==> config.mk <==
export PLATFORM = sky130hd
export DESIGN_NAME = pwc_power_ctl
export DESIGN_NICKNAME = d
export VERILOG_FILES = /design/src/rtl/pwc_pkg.sv /design/src/rtl/pwc_timer.sv /design/src/rtl/pwc_wake_out.sv /design/src/rtl/pwc_power_ctl.sv
export SDC_FILE = /design/constraint.sdc
export NUM_CORES = 1
export LEC_CHECK = 0
export ABC_AREA = 1
export BUFFER_PORTS_ARGS = -buffer_cell sky130_fd_sc_hd__buf_2
export CAP_MARGIN = 5
export CORE_MARGIN = 4
export CORE_UTILIZATION = 55
export CTS_BUF_LIST = sky130_fd_sc_hd__clkbuf_4
export DETAILED_ROUTE_END_ITERATION = 10
export PLACE_DENSITY = 0.78
export SLEW_MARGIN = 20
export SYNTH_ARGS = -nofsm -noshare
export SYNTH_HDL_FRONTEND = slang
export SYNTH_SLANG_ARGS = --single-unit
==> constraint.sdc <==
create_clock -name clock_i -period 2.4 [get_ports clock_i]
set_input_delay 0.12 -clock clock_i [delete_from_list [all_inputs] [get_ports clock_i]]
set_output_delay 0.12 -clock clock_i [all_outputs]
set_load 0.05 [all_outputs]
==> src/rtl/pwc_pkg.sv <==
// Constants shared by the power state and wake control block
package pwc_pkg;
  // Register byte addresses
  localparam logic [7:0] PMC_OFFSET = 8'h84;
  localparam logic [7:0] TEST_OFFSET = 8'hf0;
  // Read value of the endian test register; arbitrary pattern
  localparam logic [31:0] TEST_PATTERN = 32'h8765_4321;

  // Field positions inside power_management_control
  localparam int MODE_LSB = 13 - 1;
  localparam int TRST_BIT = 10;
  localparam int WOL_BIT = 9;
  localparam int ED_BIT = 8;
  localparam int TYPE_BIT = 6;
  localparam int WAKE_CAUSE_STATUS_LSB = 4;
  localparam int IND_BIT = 3;
  localparam int POL_BIT = 2;
  localparam int EN_BIT = 1;
  localparam int READY_BIT = 0;

  // Power state encodings
  localparam logic [1:0] MODE_NORMAL = 2'h0;
  localparam logic [1:0] MODE_FRAME_WAKE = 2'h1;
  localparam logic [1:0] MODE_ENERGY = 2'h2;
  localparam logic [1:0] MODE_RESERVED = 2'h3;

  // Wake cause bits
  localparam int WAKE_CAUSE_STATUS_ED = 0;
  localparam int WAKE_CAUSE_STATUS_WOL = 1;

  // Reset values of the writable fields
  localparam logic RST_ENABLE = 1'b0;
  localparam logic [1:0] RST_WAKE_CAUSE_STATUS = 2'h0;

  // Timing
  localparam int CLK_MHZ = 200;
  localparam int TRST_US = 100;
  localparam int PULSE_MS = 50;
  localparam int TRST_CYC = TRST_US * CLK_MHZ;
  localparam int PULSE_CYC = PULSE_MS * 1000 * CLK_MHZ;
  localparam int SETTLE_CYC = 16;
  localparam int TIMER_W = 24;
endpackage

==> src/rtl/pwc_timer.sv <==
// One-shot countdown timer with busy level and done pulse
module pwc_timer #(
  parameter int unsigned LOAD = 16
) (
  input wire logic clock_i,
  input wire logic rst_i,
  input wire logic start_i,
  output logic busy_o,
  output logic done_o
);
  logic [pwc_pkg::TIMER_W-1:0] count_ff;
  logic [pwc_pkg::TIMER_W-1:0] nxt_count;

  always_comb
  begin
    nxt_count = count_ff;
    if (start_i)
      nxt_count = pwc_pkg::TIMER_W'(LOAD);
    else if (count_ff != '0)
      nxt_count = count_ff - pwc_pkg::TIMER_W'(1);
  end

  always_ff @(posedge clock_i)
  begin
    if (rst_i)
      count_ff <= '0;
    else
      count_ff <= nxt_count;
  end

  assign busy_o = (count_ff != '0);
  assign done_o = (count_ff == pwc_pkg::TIMER_W'(1)) && !start_i;
endmodule

==> src/rtl/pwc_wake_out.sv <==
// Wake output pin driver: open-drain or push-pull with polarity
module pwc_wake_out (
  input wire logic clock_i,
  input wire logic rst_i,
  input wire logic active_i,
  input wire logic push_pull_i,
  input wire logic active_high_i,
  output logic pin_o,
  output logic pin_oe_o
);
  logic pin_ff;
  logic oe_ff;
  logic nxt_pin;
  logic nxt_oe;

  always_comb
  begin
    if (push_pull_i)
    begin
      nxt_oe = 1'b1;
      nxt_pin = active_high_i ? active_i : !active_i;
    end
    else
    begin
      // Open drain only ever pulls low, polarity is meaningless here
      nxt_oe = active_i;
      nxt_pin = 1'b0;
    end
  end

  always_ff @(posedge clock_i)
  begin
    if (rst_i)
    begin
      pin_ff <= 1'b0;
      oe_ff <= 1'b0;
    end
    else
    begin
      pin_ff <= nxt_pin;
      oe_ff <= nxt_oe;
    end
  end

  assign pin_o = pin_ff;
  assign pin_oe_o = oe_ff;
endmodule

==> src/rtl/pwc_power_ctl.sv <==
// Power state, transceiver reset and wake event control register block
// Overview of operation
// - Bits 13:12 select normal, frame-wake, energy state
// - Power state resets normal, clears itself on wake
// - Endian test register write wakes reduced-power device
// - Control register stays readable in every power state
// - Writes ignored until first read after reset/wake
// - Bit 10 write holds transceiver reset 100us
// - Reset bit self-clears; writes to it ignored while set, other fields still written
// - Wake-on-LAN event drives wake output and interrupt
// - Energy event drives wake output and interrupt
// - Bit 6 chooses open-drain or push-pull, reset 0
// - Open-drain wake output ignores polarity, active low
// - Pulse select gives 50ms pulse, else level
// - Output enable gates only pin, not interrupt
// - Two-bit wake cause, write one clears
// - Ready bit set only after stabilizing
module pwc_power_ctl #(
  parameter int unsigned TRST_CYCLES = pwc_pkg::TRST_CYC,
  parameter int unsigned PULSE_CYCLES = pwc_pkg::PULSE_CYC
) (
  input wire logic clock_i,
  input wire logic rst_i,
  input wire logic bus_rd_i,
  input wire logic bus_wr_i,
  input wire logic [7:0] bus_addr_i,
  input wire logic [31:0] bus_wdata_i,
  output logic [31:0] bus_rdata_o,
  output logic bus_rvalid_o,
  input wire logic wol_event_i,
  input wire logic energy_event_i,
  output logic [1:0] power_state_select_o,
  output logic transceiver_reset_o,
  output logic wake_interrupt_o,
  output logic wake_event_output_o,
  output logic wake_event_output_oe_o
);
  logic [1:0] mode_ff;
  logic [1:0] nxt_mode;
  logic trst_ff;
  logic nxt_trst;
  logic wake_on_lan_enable_ff;
  logic nxt_wake_on_lan_enable;
  logic energy_detect_enable_ff;
  logic nxt_energy_detect_enable;
  logic type_ff;
  logic nxt_type;
  logic pol_ff;
  logic nxt_pol;
  logic ind_ff;
  logic nxt_ind;
  logic wake_output_enable_ff;
  logic nxt_wake_output_enable;
  logic read_seen_ff;
  logic nxt_read_seen;
  logic boot_ff;
  logic ready_ff;
  logic nxt_ready;
  logic [1:0] wake_cause_status_ff;
  logic [1:0] nxt_wake_cause_status;
  logic [1:0] wake_cause_status_set;
  logic int_ff;
  logic [31:0] rdata_ff;
  logic [31:0] nxt_rdata;
  logic rvalid_ff;

  logic pmc_hit;
  logic test_hit;
  logic reduced;
  logic wake_write;
  logic pmc_write;
  logic trst_start;
  logic trst_done;
  logic settle_busy;
  logic pulse_busy;
  logic out_active;
  logic [31:0] pmc_value;

  assign pmc_hit = (bus_addr_i == pwc_pkg::PMC_OFFSET);
  assign test_hit = (bus_addr_i == pwc_pkg::TEST_OFFSET);
  assign reduced = (mode_ff != pwc_pkg::MODE_NORMAL);
  // Wake write is honoured even before the first read, else no way back
  assign wake_write = bus_wr_i && test_hit && reduced;
  // Other writes need a read first and a ready device
  assign pmc_write = bus_wr_i && pmc_hit && read_seen_ff && ready_ff;
  assign trst_start = pmc_write && bus_wdata_i[pwc_pkg::TRST_BIT] && !trst_ff;

  // Transceiver reset hold time, self-timed
  pwc_timer #(
    .LOAD(TRST_CYCLES)
  ) u_trst_timer (
    .clock_i(clock_i),
    .rst_i(rst_i),
    .start_i(trst_start),
    .busy_o(),
    .done_o(trst_done)
  );

  // Settling after reset or wake before ready is shown
  pwc_timer #(
    .LOAD(pwc_pkg::SETTLE_CYC)
  ) u_settle_timer (
    .clock_i(clock_i),
    .rst_i(rst_i),
    .start_i(boot_ff || wake_write),
    .busy_o(settle_busy),
    .done_o()
  );

  // Wake output pulse length
  pwc_timer #(
    .LOAD(PULSE_CYCLES)
  ) u_pulse_timer (
    .clock_i(clock_i),
    .rst_i(rst_i),
    .start_i(wake_cause_status_set != 2'h0),
    .busy_o(pulse_busy),
    .done_o()
  );

  // Control fields
  always_comb
  begin
    nxt_mode = mode_ff;
    nxt_trst = trst_ff;
    nxt_wake_on_lan_enable = wake_on_lan_enable_ff;
    nxt_energy_detect_enable = energy_detect_enable_ff;
    nxt_type = type_ff;
    nxt_pol = pol_ff;
    nxt_ind = ind_ff;
    nxt_wake_output_enable = wake_output_enable_ff;
    if (pmc_write)
    begin
      // Reserved code is not taken; the field keeps normal state
      if (bus_wdata_i[pwc_pkg::MODE_LSB+:2] != pwc_pkg::MODE_RESERVED)
        nxt_mode = bus_wdata_i[pwc_pkg::MODE_LSB+:2];
      nxt_wake_on_lan_enable = bus_wdata_i[pwc_pkg::WOL_BIT];
      nxt_energy_detect_enable = bus_wdata_i[pwc_pkg::ED_BIT];
      nxt_type = bus_wdata_i[pwc_pkg::TYPE_BIT];
      nxt_pol = bus_wdata_i[pwc_pkg::POL_BIT];
      nxt_ind = bus_wdata_i[pwc_pkg::IND_BIT];
      nxt_wake_output_enable = bus_wdata_i[pwc_pkg::EN_BIT];
    end
    if (wake_write)
      nxt_mode = pwc_pkg::MODE_NORMAL;
    if (trst_start)
      nxt_trst = 1'b1;
    else if (trst_done)
      nxt_trst = 1'b0;
  end

  always_ff @(posedge clock_i)
  begin
    if (rst_i)
    begin
      mode_ff <= pwc_pkg::MODE_NORMAL;
      trst_ff <= 1'b0;
      wake_on_lan_enable_ff <= pwc_pkg::RST_ENABLE;
      energy_detect_enable_ff <= pwc_pkg::RST_ENABLE;
      type_ff <= pwc_pkg::RST_ENABLE;
      pol_ff <= pwc_pkg::RST_ENABLE;
      ind_ff <= pwc_pkg::RST_ENABLE;
      wake_output_enable_ff <= pwc_pkg::RST_ENABLE;
    end
    else
    begin
      mode_ff <= nxt_mode;
      trst_ff <= nxt_trst;
      wake_on_lan_enable_ff <= nxt_wake_on_lan_enable;
      energy_detect_enable_ff <= nxt_energy_detect_enable;
      type_ff <= nxt_type;
      pol_ff <= nxt_pol;
      ind_ff <= nxt_ind;
      wake_output_enable_ff <= nxt_wake_output_enable;
    end
  end

  // Access gating: read-first latch and ready
  always_comb
  begin
    nxt_read_seen = read_seen_ff;
    if (bus_rd_i)
      nxt_read_seen = 1'b1;
    if (wake_write)
      nxt_read_seen = 1'b0;
    nxt_ready = !nxt_read_seen ? ready_ff : ready_ff;
    nxt_ready = (nxt_mode == pwc_pkg::MODE_NORMAL) && !settle_busy && !boot_ff
      && !wake_write;
  end

  always_ff @(posedge clock_i)
  begin
    if (rst_i)
    begin
      read_seen_ff <= 1'b0;
      boot_ff <= 1'b1;
      ready_ff <= 1'b0;
    end
    else
    begin
      read_seen_ff <= nxt_read_seen;
      boot_ff <= 1'b0;
      ready_ff <= nxt_ready;
    end
  end

  // Wake cause bits; a new event wins over a clear in the same cycle
  assign wake_cause_status_set[pwc_pkg::WAKE_CAUSE_STATUS_ED] = energy_event_i && energy_detect_enable_ff;
  assign wake_cause_status_set[pwc_pkg::WAKE_CAUSE_STATUS_WOL] = wol_event_i && wake_on_lan_enable_ff;

  generate
    for (genvar i = 0; i < 2; i++)
    begin : g_wake_cause_status
      always_comb
      begin
        nxt_wake_cause_status[i] = wake_cause_status_ff[i];
        if (pmc_write && bus_wdata_i[pwc_pkg::WAKE_CAUSE_STATUS_LSB + i])
          nxt_wake_cause_status[i] = 1'b0;
        if (wake_cause_status_set[i])
          nxt_wake_cause_status[i] = 1'b1;
      end
    end
  endgenerate

  always_ff @(posedge clock_i)
  begin
    if (rst_i)
    begin
      wake_cause_status_ff <= pwc_pkg::RST_WAKE_CAUSE_STATUS;
      int_ff <= 1'b0;
    end
    else
    begin
      wake_cause_status_ff <= nxt_wake_cause_status;
      int_ff <= (nxt_wake_cause_status != 2'h0);
    end
  end

  // Pin activity: enable gates only the pin
  assign out_active = wake_output_enable_ff && (ind_ff ? pulse_busy : (wake_cause_status_ff != 2'h0));

  pwc_wake_out u_wake_out (
    .clock_i(clock_i),
    .rst_i(rst_i),
    .active_i(out_active),
    .push_pull_i(type_ff),
    .active_high_i(pol_ff),
    .pin_o(wake_event_output_o),
    .pin_oe_o(wake_event_output_oe_o)
  );

  // Read path; reserved positions stay zero
  always_comb
  begin
    pmc_value = 32'h0000_0000;
    pmc_value[pwc_pkg::MODE_LSB+:2] = mode_ff;
    pmc_value[pwc_pkg::TRST_BIT] = trst_ff;
    pmc_value[pwc_pkg::WOL_BIT] = wake_on_lan_enable_ff;
    pmc_value[pwc_pkg::ED_BIT] = energy_detect_enable_ff;
    pmc_value[pwc_pkg::TYPE_BIT] = type_ff;
    pmc_value[pwc_pkg::WAKE_CAUSE_STATUS_LSB+:2] = wake_cause_status_ff;
    pmc_value[pwc_pkg::IND_BIT] = ind_ff;
    pmc_value[pwc_pkg::POL_BIT] = pol_ff;
    pmc_value[pwc_pkg::EN_BIT] = wake_output_enable_ff;
    pmc_value[pwc_pkg::READY_BIT] = ready_ff;
    nxt_rdata = 32'h0000_0000;
    if (bus_rd_i && pmc_hit)
      nxt_rdata = pmc_value;
    else if (bus_rd_i && test_hit)
      nxt_rdata = pwc_pkg::TEST_PATTERN;
  end

  always_ff @(posedge clock_i)
  begin
    if (rst_i)
    begin
      rdata_ff <= 32'h0000_0000;
      rvalid_ff <= 1'b0;
    end
    else
    begin
      rdata_ff <= nxt_rdata;
      rvalid_ff <= bus_rd_i;
    end
  end

  assign bus_rdata_o = rdata_ff;
  assign bus_rvalid_o = rvalid_ff;
  assign power_state_select_o = mode_ff;
  assign transceiver_reset_o = trst_ff;
  assign wake_interrupt_o = int_ff;

  // Checking helpers
  logic [pwc_pkg::TIMER_W-1:0] hold_cnt_ff;
  always_ff @(posedge clock_i)
  begin
    if (rst_i || !trst_ff)
      hold_cnt_ff <= '0;
    else
      hold_cnt_ff <= hold_cnt_ff + pwc_pkg::TIMER_W'(1);
  end
endmodule

==> results of run 1 <==
## layer usage
layer | GRT usage | vias up | share of wire
met1 | 0.283 | 2185 | 0.45
met3 | 0.0403 | 24 | 0.055
met5 | 0 | - | 0
met2 | 0.374 | 151 | 0.48
met4 | 0.0621 | 0 | 0.018
li1 | - | 2523 | -
## timing repair
action / in CTS / in global routing
hold endpoints to repair: 12 / 0
setup endpoints to repair: 0 / 0
hold buffers: 11 / 0
## worst max path at each step
stage	end	slack [ns]	depth (start not counted)
floorplan	u_settle_timer.count_ff[2]	0.93	5
global placement	u_pulse_timer.count_ff[0]	0.66	7
detailed placement	u_pulse_timer.count_ff[0]	0.57	7
CTS	u_pulse_timer.count_ff[0]	0.54	7
global route	u_pulse_timer.count_ff[0]	0.38	7
finish	u_pulse_timer.count_ff[0]	0.55	7
## synth_stat cells (all sizes together), types with 2 or more instances
library cell / number
nor3: 11
xnor2: 37
clkbuf: 4
a21o: 5
inv: 59
or2: 3
nand4: 6
nor3b: 2
xor2: 8
clkinv: 3
o21ai: 21
buf: 29
dfxtp: 103
nand3: 65
nand2: 165
ha: 7
a211oi: 2
nor2: 204
a21oi: 33
nand3b: 6
## power by group through the flow
stage	sequential [mW]	combinational (mW)	clock [mW]
after global placement	2.76	6.16	0
after floorplan	2.66	5.36	0
after global routing	2.81	7.37	1.07
after CTS	2.74	6.37	0.987
after detailed placement	2.77	6.32	0
final	2.75	6.39	0.965
## area by class of cell
| cell class | count | area share |
|---|---|---|
| Sequential cell | 103 | 0.352 |
| Clock inverter | 7 | 0.0149 |
| Timing Repair Buffer | 63 | 0.0632 |
| Inverter | 62 | 0.0401 |
| Clock buffer | 9 | 0.0115 |
| Tap cell | 129 | 0.0275 |
| Multi-Input combinational cell | 587 | 0.491 |
## sequential cells by signal, indices dropped and copies added (netlist names)
signal and count:
wake_interrupt_o 1, wake_output_enable_ff 1, bus_rdata_o 13, u_wake_out.pin_oe_o 1, boot_ff 1, u_settle_timer.count_ff 24
energy_detect_enable_ff 1, u_trst_timer.count_ff 24, u_pulse_timer.count_ff 24, bus_rvalid_o 1, u_wake_out.pin_o 1, wake_on_lan_enable_ff 1
ready_ff 1, pol_ff 1, power_state_select_o 2, read_seen_ff 1, ind_ff 1, transceiver_reset_o 1
wake_cause_status_ff 2, type_ff 1
## cell families (layout without fill, tap and decap cells)
logic type,after synthesis,count (layout)
AND/OR/NAND/NOR,462,462
flip-flops,103,103
buffers and inverters,95,141
AO/OA/AOI/OAI,62,62
XOR/XNOR,45,45
adder cells (fa/ha/maj),7,7
other,1,11
## per-stage QoR
step	area (um2)	hold WS (ns)
6_report	5860	0.0234
2_1_floorplan	5410	0.148
3_5_place_dp	5600	0.411
4_1_cts	5860	0.000562
3_3_place_gp	5600	0.401
5_1_grt	5860	0.00815
## cells in the final DEF, fill, tap and decap left out, types with 2 or more instances in the layout
cell,instances
inv_6,3
clkbuf_4,9
nor2_2,19
xnor2_1,37
a21o_1,5
o21ai_0,21
a21oi_1,31
dfxtp_1,103
nor3b_1,2
nand3_1,60
a211oi_1,2
nand3b_1,5
inv_2,3
nand3_2,4
a21oi_2,2
clkinv_1,2
xor2_1,8
or2_2,3
inv_1,56
nand2_1,161
nor2_1,181
nand4_1,6
nor2_4,4
nand2_2,3
clkinv_2,2
conb_1,11
dlygate4sd3_1,11
buf_2,52
ha_1,7
nor3_1,11
## worst max-delay path: stages (launching register included)
cell     delay, ns
dfxtp_1       0.36
inv_1         0.21
ha_1          0.28
nand2_1       0.08
nor2_1        0.12
nand3_2       0.36
xor2_1        0.29
nor2_2        0.04
==> summary.txt, run 1 <==
Routing
  • Vias post-DR: 4883
  • Drt wl/cell: approximately 12 um
  • Post-route ant nets: 0
  • Routed wire length: 12000 um
  • Via density: roughly 5
  • DRC errors left: 0
  • Drt initial violations: 234
  • Drt pass-1 iters: 4

Setup path
  • Worst setup startpoint: u_pulse_timer.count_ff[0]
  • Reg2reg path depth: 7
  • Crit path kind: reg2reg
  • CP Launch Type: flop
  • WP data arrival: 2.20 ns
  • Reg2reg start: u_pulse_timer.count_ff[0]
  • FF-to-FF setup slack: 0.55 ns
  • Crit. End Element: flop
  • WP data required: 2.74 ns
  • Critical path fanouts, max: 20
  • RR Endpoint: u_pulse_timer.count_ff[0]

Die
  • Horiz. Die Dim: 107 um
  • IO Count: 85
  • Cell Rows: 35
  • Die Ht: approximately 110 um
  • Core region area: between 0.009 and 0.01 mm2
  • DIE AREA: 0.0114 mm2
  • Initial Util: 0.574

Finish
  • # fillers: 868
  • Layout cells sized above 1: 0.132
  • Multi-input gate area: 0.00288 mm2
  • Cell Count, Final, Fillers Out: 960
  • Final net count: between 800 and 900
  • Area grow syn2layout: 9.05%
  • Antenna diodes: 0
  • Core Util, Final: 0.626
  • Register Area: 0.00206 mm2

Timing
  • Worst clock skew: 0.0237 ns
  • Min Tclk post-route: approximately 1.9 ns
  • Crit share post-route: 0.773
  • Unrepaired setup endpoints after global routing: no
  • Fin Setup TNS: 0 ns
  • Final setup viols: 0
  • Transition time at the pin with the least slew margin: just under 0.6 ns
  • Final setup margin: 0.546 ns
  • Slew margin rel.: 0.607
  • Hold Vio Cnt, Final: 0
  • Max Fclk: roughly 540 MHz
  • Fin. max-slew vios: 0

CTS
  • Max clock buf depth: 2
  • Clock Sinks: 103
  • Number of buffers created by CTS: 9
  • CTS root buf: clkbuf_4
  • H-Tree Depth: 3
  • Post-CTS setup repair buffer count: 0
  • Clock Pin Slew Worst Setup and Hold Paths: ~0.18 ns
  • Clk_lat worst skew: 0.47 ns
  • CTS tree: built
  • CTS resizes: 0

Status
  • Status: finished, final reports clean

Global routing
  • Initial antenna violation count: 0
  • Vias in the first global route: approximately 4600
  • Global route overflow: 0
  • Overall Global Routing Usage: 0.219
  • First-pass GRT wire length: 20700 um
  • Pin count of the biggest net entering global routing: 27

Synthesis
  • Cell taking the most area after synthesis: dfxtp_1
  • Synth Flop Type: dfxtp_1
  • Synth Cell Area: roughly 0.0054 mm2
  • Synth Register Bits: a little over 100
  • Yosys cell types: 34
  • Post-synthesis compound-gate area fraction: 0.0626
  • Post-synthesis xor/xnor area fraction: 0.0733
  • Post-synthesis mux area share: 0
  • Post-synth ARST share: 0
  • Post-synth EDFFs: 0
  • Adder-Cell Fraction of Synth Area: 0.0163
  • Largest family of logic cells by synthesized area: simple AND/OR/NAND/NOR gates
  • Synth Area in Simple Gates: 0.376
  • Yosys top cell area share: 0.384
  • Top cells by area, synth: dfxtp_1 (38%), nor2_1 (13%), nand2_1 (11%), xnor2_1 (6.0%), nand3_1 (5.6%)
  • Ys Warns: 0
  • Sequential area share after synthesis: 0.384
  • Post-synthesis cell count: 775
  • Syn avg cell area: just under 7 um2

Pwr
  • Sequential share of power: 0.272
  • Static Leakage: between 2 and 3 nW
  • Power per cell area: 1720 mW/mm2
  • P_sw: 5.17 mW
  • Sw frac: 0.512
  • Total power: 10.1 mW
  • Worst vdd ir: 0.000972 V
  • Internal power: between 4 and 5 mW
  • Clock Power Share: 0.096
  • Comb power frac: 0.632

Place
  • Port bufs: 52
  • Pre-CTS setup slack: ~0.57 ns
  • GPL Wtd Cong: 0.916
  • Placed instance count: 933
  • Post-detail-place hpwl: 8930 um

Worst hold path
  • Hold Path Class: in2reg
  • Hold worst-path end: boot_ff
  • Hold path depth: 1
  • Hold_sp: rst_i

Flow run
  • Max-cap viol count: 0
Power figures use the tool's default switching activity.
==> inputs of run 2 (changes only) <==
==> constraint.sdc (replaced) <==
create_clock -name clock_i -period 1.9 [get_ports clock_i]
set_input_delay 0.095 -clock clock_i [delete_from_list [all_inputs] [get_ports clock_i]]
set_output_delay 0.095 -clock clock_i [all_outputs]
set_load 0.05 [all_outputs]
==> run 2 against run 1 <==
Effect of this change:
- maximum frequency is 11% higher
- clock power up 28%
- critical path depth decreased by 1
- final cell count increased by 1.7%
- register-to-register slack worse by 0.32 ns
- routed wire length is 2.3% higher
- sequential share of layout area shrank 0.82 points
- worst hold slack improved by 0.0071 ns
- global-route usage shrank 0.061 points
==> summary.txt, run 2 (synthesis results as in run 1) <==
Setup path
  • Crit. End Element: flop (unchanged)
  • Slowest cell on the critical path: dlygate4sd3_1 (was dfxtp_1)
  • RR Endpoint: wake_cause_status_ff[1] (was u_pulse_timer.count_ff[0])
  • WP depth: 6 (was 7)
  • CP Cell Sequence: inv_1, nor2_1, nand3_4, o21ai_1, a21oi_1, dlygate4sd3_1 (was inv_1, ha_1, nand2_1, nor2_1, nand3_2, xor2_1, nor2_2)
  • CP peak stage delay: 0.57 ns (was 0.36 ns)
  • FF-to-FF setup slack: 0.23 ns (was 0.55 ns)
  • Worst setup startpoint: ready_ff (was u_pulse_timer.count_ff[0])
  • WP data arrival: 2.05 ns (was 2.20 ns)
  • WP data required: 2.28 ns (was 2.74 ns)
  • CP Launch Type: flop (unchanged)
  • Crit path kind: reg2reg (unchanged)
  • Reg2reg start: ready_ff (was u_pulse_timer.count_ff[0])
  • CP bufs+invs: 2 (was 1)
  • CP endpoint: wake_cause_status_ff[1] (was u_pulse_timer.count_ff[0])
  • Top delay family on crit path: buffers and inverters (was simple AND/OR/NAND/NOR gates)
  • Reg2reg path depth: 6 (was 7)
  • Critical path fanouts, max: 8 (was 20)

Place
  • Port bufs: 52 (unchanged)
  • Pre-CTS setup slack: 0.297 ns (was 0.571 ns)
  • Post-detail-place hpwl: 9010 um (was 8930 um)
  • Placed instance count: 940 (was 933)
  • GPL Wtd Cong: 0.922 (was 0.916)

Timing
  • Transition time at the pin with the least slew margin: 0.506 ns (was 0.587 ns)
  • Fin Setup TNS: 0 ns (unchanged)
  • Crit share post-route: 0.879 (was 0.773)
  • Slew margin rel.: 0.662 (was 0.607)
  • Unrepaired setup endpoints after global routing: no (unchanged)
  • Max Fclk: 598 MHz (was 539 MHz)
  • Final setup margin: 0.229 ns (was 0.546 ns)
  • Min Tclk post-route: 1.67 ns (was 1.85 ns)
  • Fin. max-slew vios: 0 (unchanged)
  • Worst clock skew: 0.0266 ns (was 0.0237 ns)
  • Final setup viols: 0 (unchanged)
  • Hold Vio Cnt, Final: 0 (unchanged)

Finish
  • Cell Count, Final, Fillers Out: 976 (was 960)
  • Top flop regs: u_pulse_timer.count_ff x24, u_settle_timer.count_ff x24, u_trst_timer.count_ff x24 (unchanged)
  • Layout cells sized above 1: 0.145 (was 0.132)
  • Antenna diodes: 0 (unchanged)
  • Area grow syn2layout: 11.7% (was 9.05%)
  • Final net count: 895 (was 879)
  • Most common cell after layout, fill and taps aside: nor2_1 (unchanged)
  • Most frequent cells in the layout: nor2_1 (181), nand2_1 (161), dfxtp_1 (103) (unchanged)

Worst hold path
  • Hold Path Class: in2reg (unchanged)

Routing
  • Routed wire length: 12200 um (was 12000 um)
  • Post-route ant nets: 0 (unchanged)
  • Drt wl/cell: 12.5 um (about the same)
  • Drt initial violations: 230 (was 234)
  • Drt pass-1 iters: 5 (was 4)
  • Via density: 5.09 (about the same)
  • Vias post-DR: 4971 (was 4883)
  • DRC errors left: 0 (unchanged)

CTS
  • Clock Pin Slew Worst Setup and Hold Paths: 0.18 ns (about the same)
  • CTS root buf: clkbuf_4 (unchanged)
  • Number of buffers created by CTS: 9 (unchanged)
  • CTS tree: built (unchanged)
  • H-Tree Depth: 3 (unchanged)
  • Max clock buf depth: 2 (unchanged)
  • Clk_lat worst skew: 0.46 ns (was 0.47 ns)
  • Clock Sinks: 103 (unchanged)

Status
  • Status: finished, final reports clean (unchanged)

Global routing
  • Overall Global Routing Usage: 0.218 (was 0.219)
  • Global route overflow: 0 (unchanged)
  • Vias in the first global route: 4563 (was 4622)
  • Pin count of the biggest net entering global routing: 20 (was 27)
  • First-pass GRT wire length: 20600 um (was 20700 um)
  • Initial antenna violation count: 0 (unchanged)

Die
  • Die Ht: 107 um (unchanged)
  • IO Count: 85 (unchanged)
  • DIE AREA: 0.0114 mm2 (unchanged)
  • Core region area: 0.00937 mm2 (unchanged)
  • Initial Util: 0.574 (unchanged)
  • Horiz. Die Dim: 107 um (unchanged)
  • Cell Rows: 35 (unchanged)

Pwr
  • Worst vdd ir: 0.00115 V (was 0.000972 V)
  • Power per cell area: 2140 mW/mm2 (was 1720 mW/mm2)
  • Static Leakage: 2.85 nW (was 2.78 nW)
  • Total power: 12.9 mW (was 10.1 mW)

Flow run
  • Max-cap viol count: 0 (unchanged)
-- run 2: worst min-delay path by stage --
stage	endpoint	start	depth (start not counted)	slack, ns
after floorplan	boot_ff	rst_i	0	0.12
after global placement	energy_detect_enable_ff	bus_wdata_i[8]	3	0.37
after detailed placement	type_ff	bus_wdata_i[6]	3	0.38
after CTS	wake_cause_status_ff[0]	bus_wdata_i[4]	4	0.006
after global routing	wake_cause_status_ff[0]	bus_wdata_i[4]	4	0.04
final	wake_cause_status_ff[0]	bus_wdata_i[4]	4	0.03
-- run 2: cell type report --
cell class	count	area, um2
fill	853	3370
multi-input combinational	587	2890
sequential	103	2060
timing repair buffer	79	500
inverter	62	235
tap	129	161
clock inverter	7	90.1
clock buffer	9	67.6
-- run 2: report_power, final --
part / internal (mW) / total (mW) / switching (mW)
clock: 0.433 / 1.24 / 0.806
combinational: 3.02 / 8.13 / 5.11
sequential: 2.83 / 3.48 / 0.655
-- run 2: per-stage QoR --
stage	util	hold WS, ns	instance area [um2]
after global placement	0.603	0.375	5650
after CTS	0.636	0.00584	5960
after global routing	0.641	0.0362	6000
final	0.641	0.0304	6000
after detailed placement	0.603	0.381	5650
after floorplan	-	0.123	5410
-- run 2: metal layers --
| layer | global-route usage | share of wire |
|---|---|---|
| met1 | 0.281 | 0.46 |
| met2 | 0.372 | 0.47 |
| met3 | 0.0391 | 0.051 |
| met4 | 0.0667 | 0.016 |
| met5 | 0 | 0 |
-- run 2: worst register-to-register path: stages, from the launching register on --
cell and delay (ns):
dfxtp_1 0.37, inv_1 0.06, nor2_1 0.18, nand3_4 0.14
o21ai_1 0.19, a21oi_1 0.09, dlygate4sd3_1 0.57
-- run 2: what timing repair did --
| item | CTS | global route |
|---|---|---|
| buffers inserted | 0 | 5 |
| endpoints found under the hold margin | 16 | 0 |
| endpoints found under the setup margin | 0 | 1 |
| hold buffers | 15 | 0 |
| gates resized for setup | 0 | 2 |
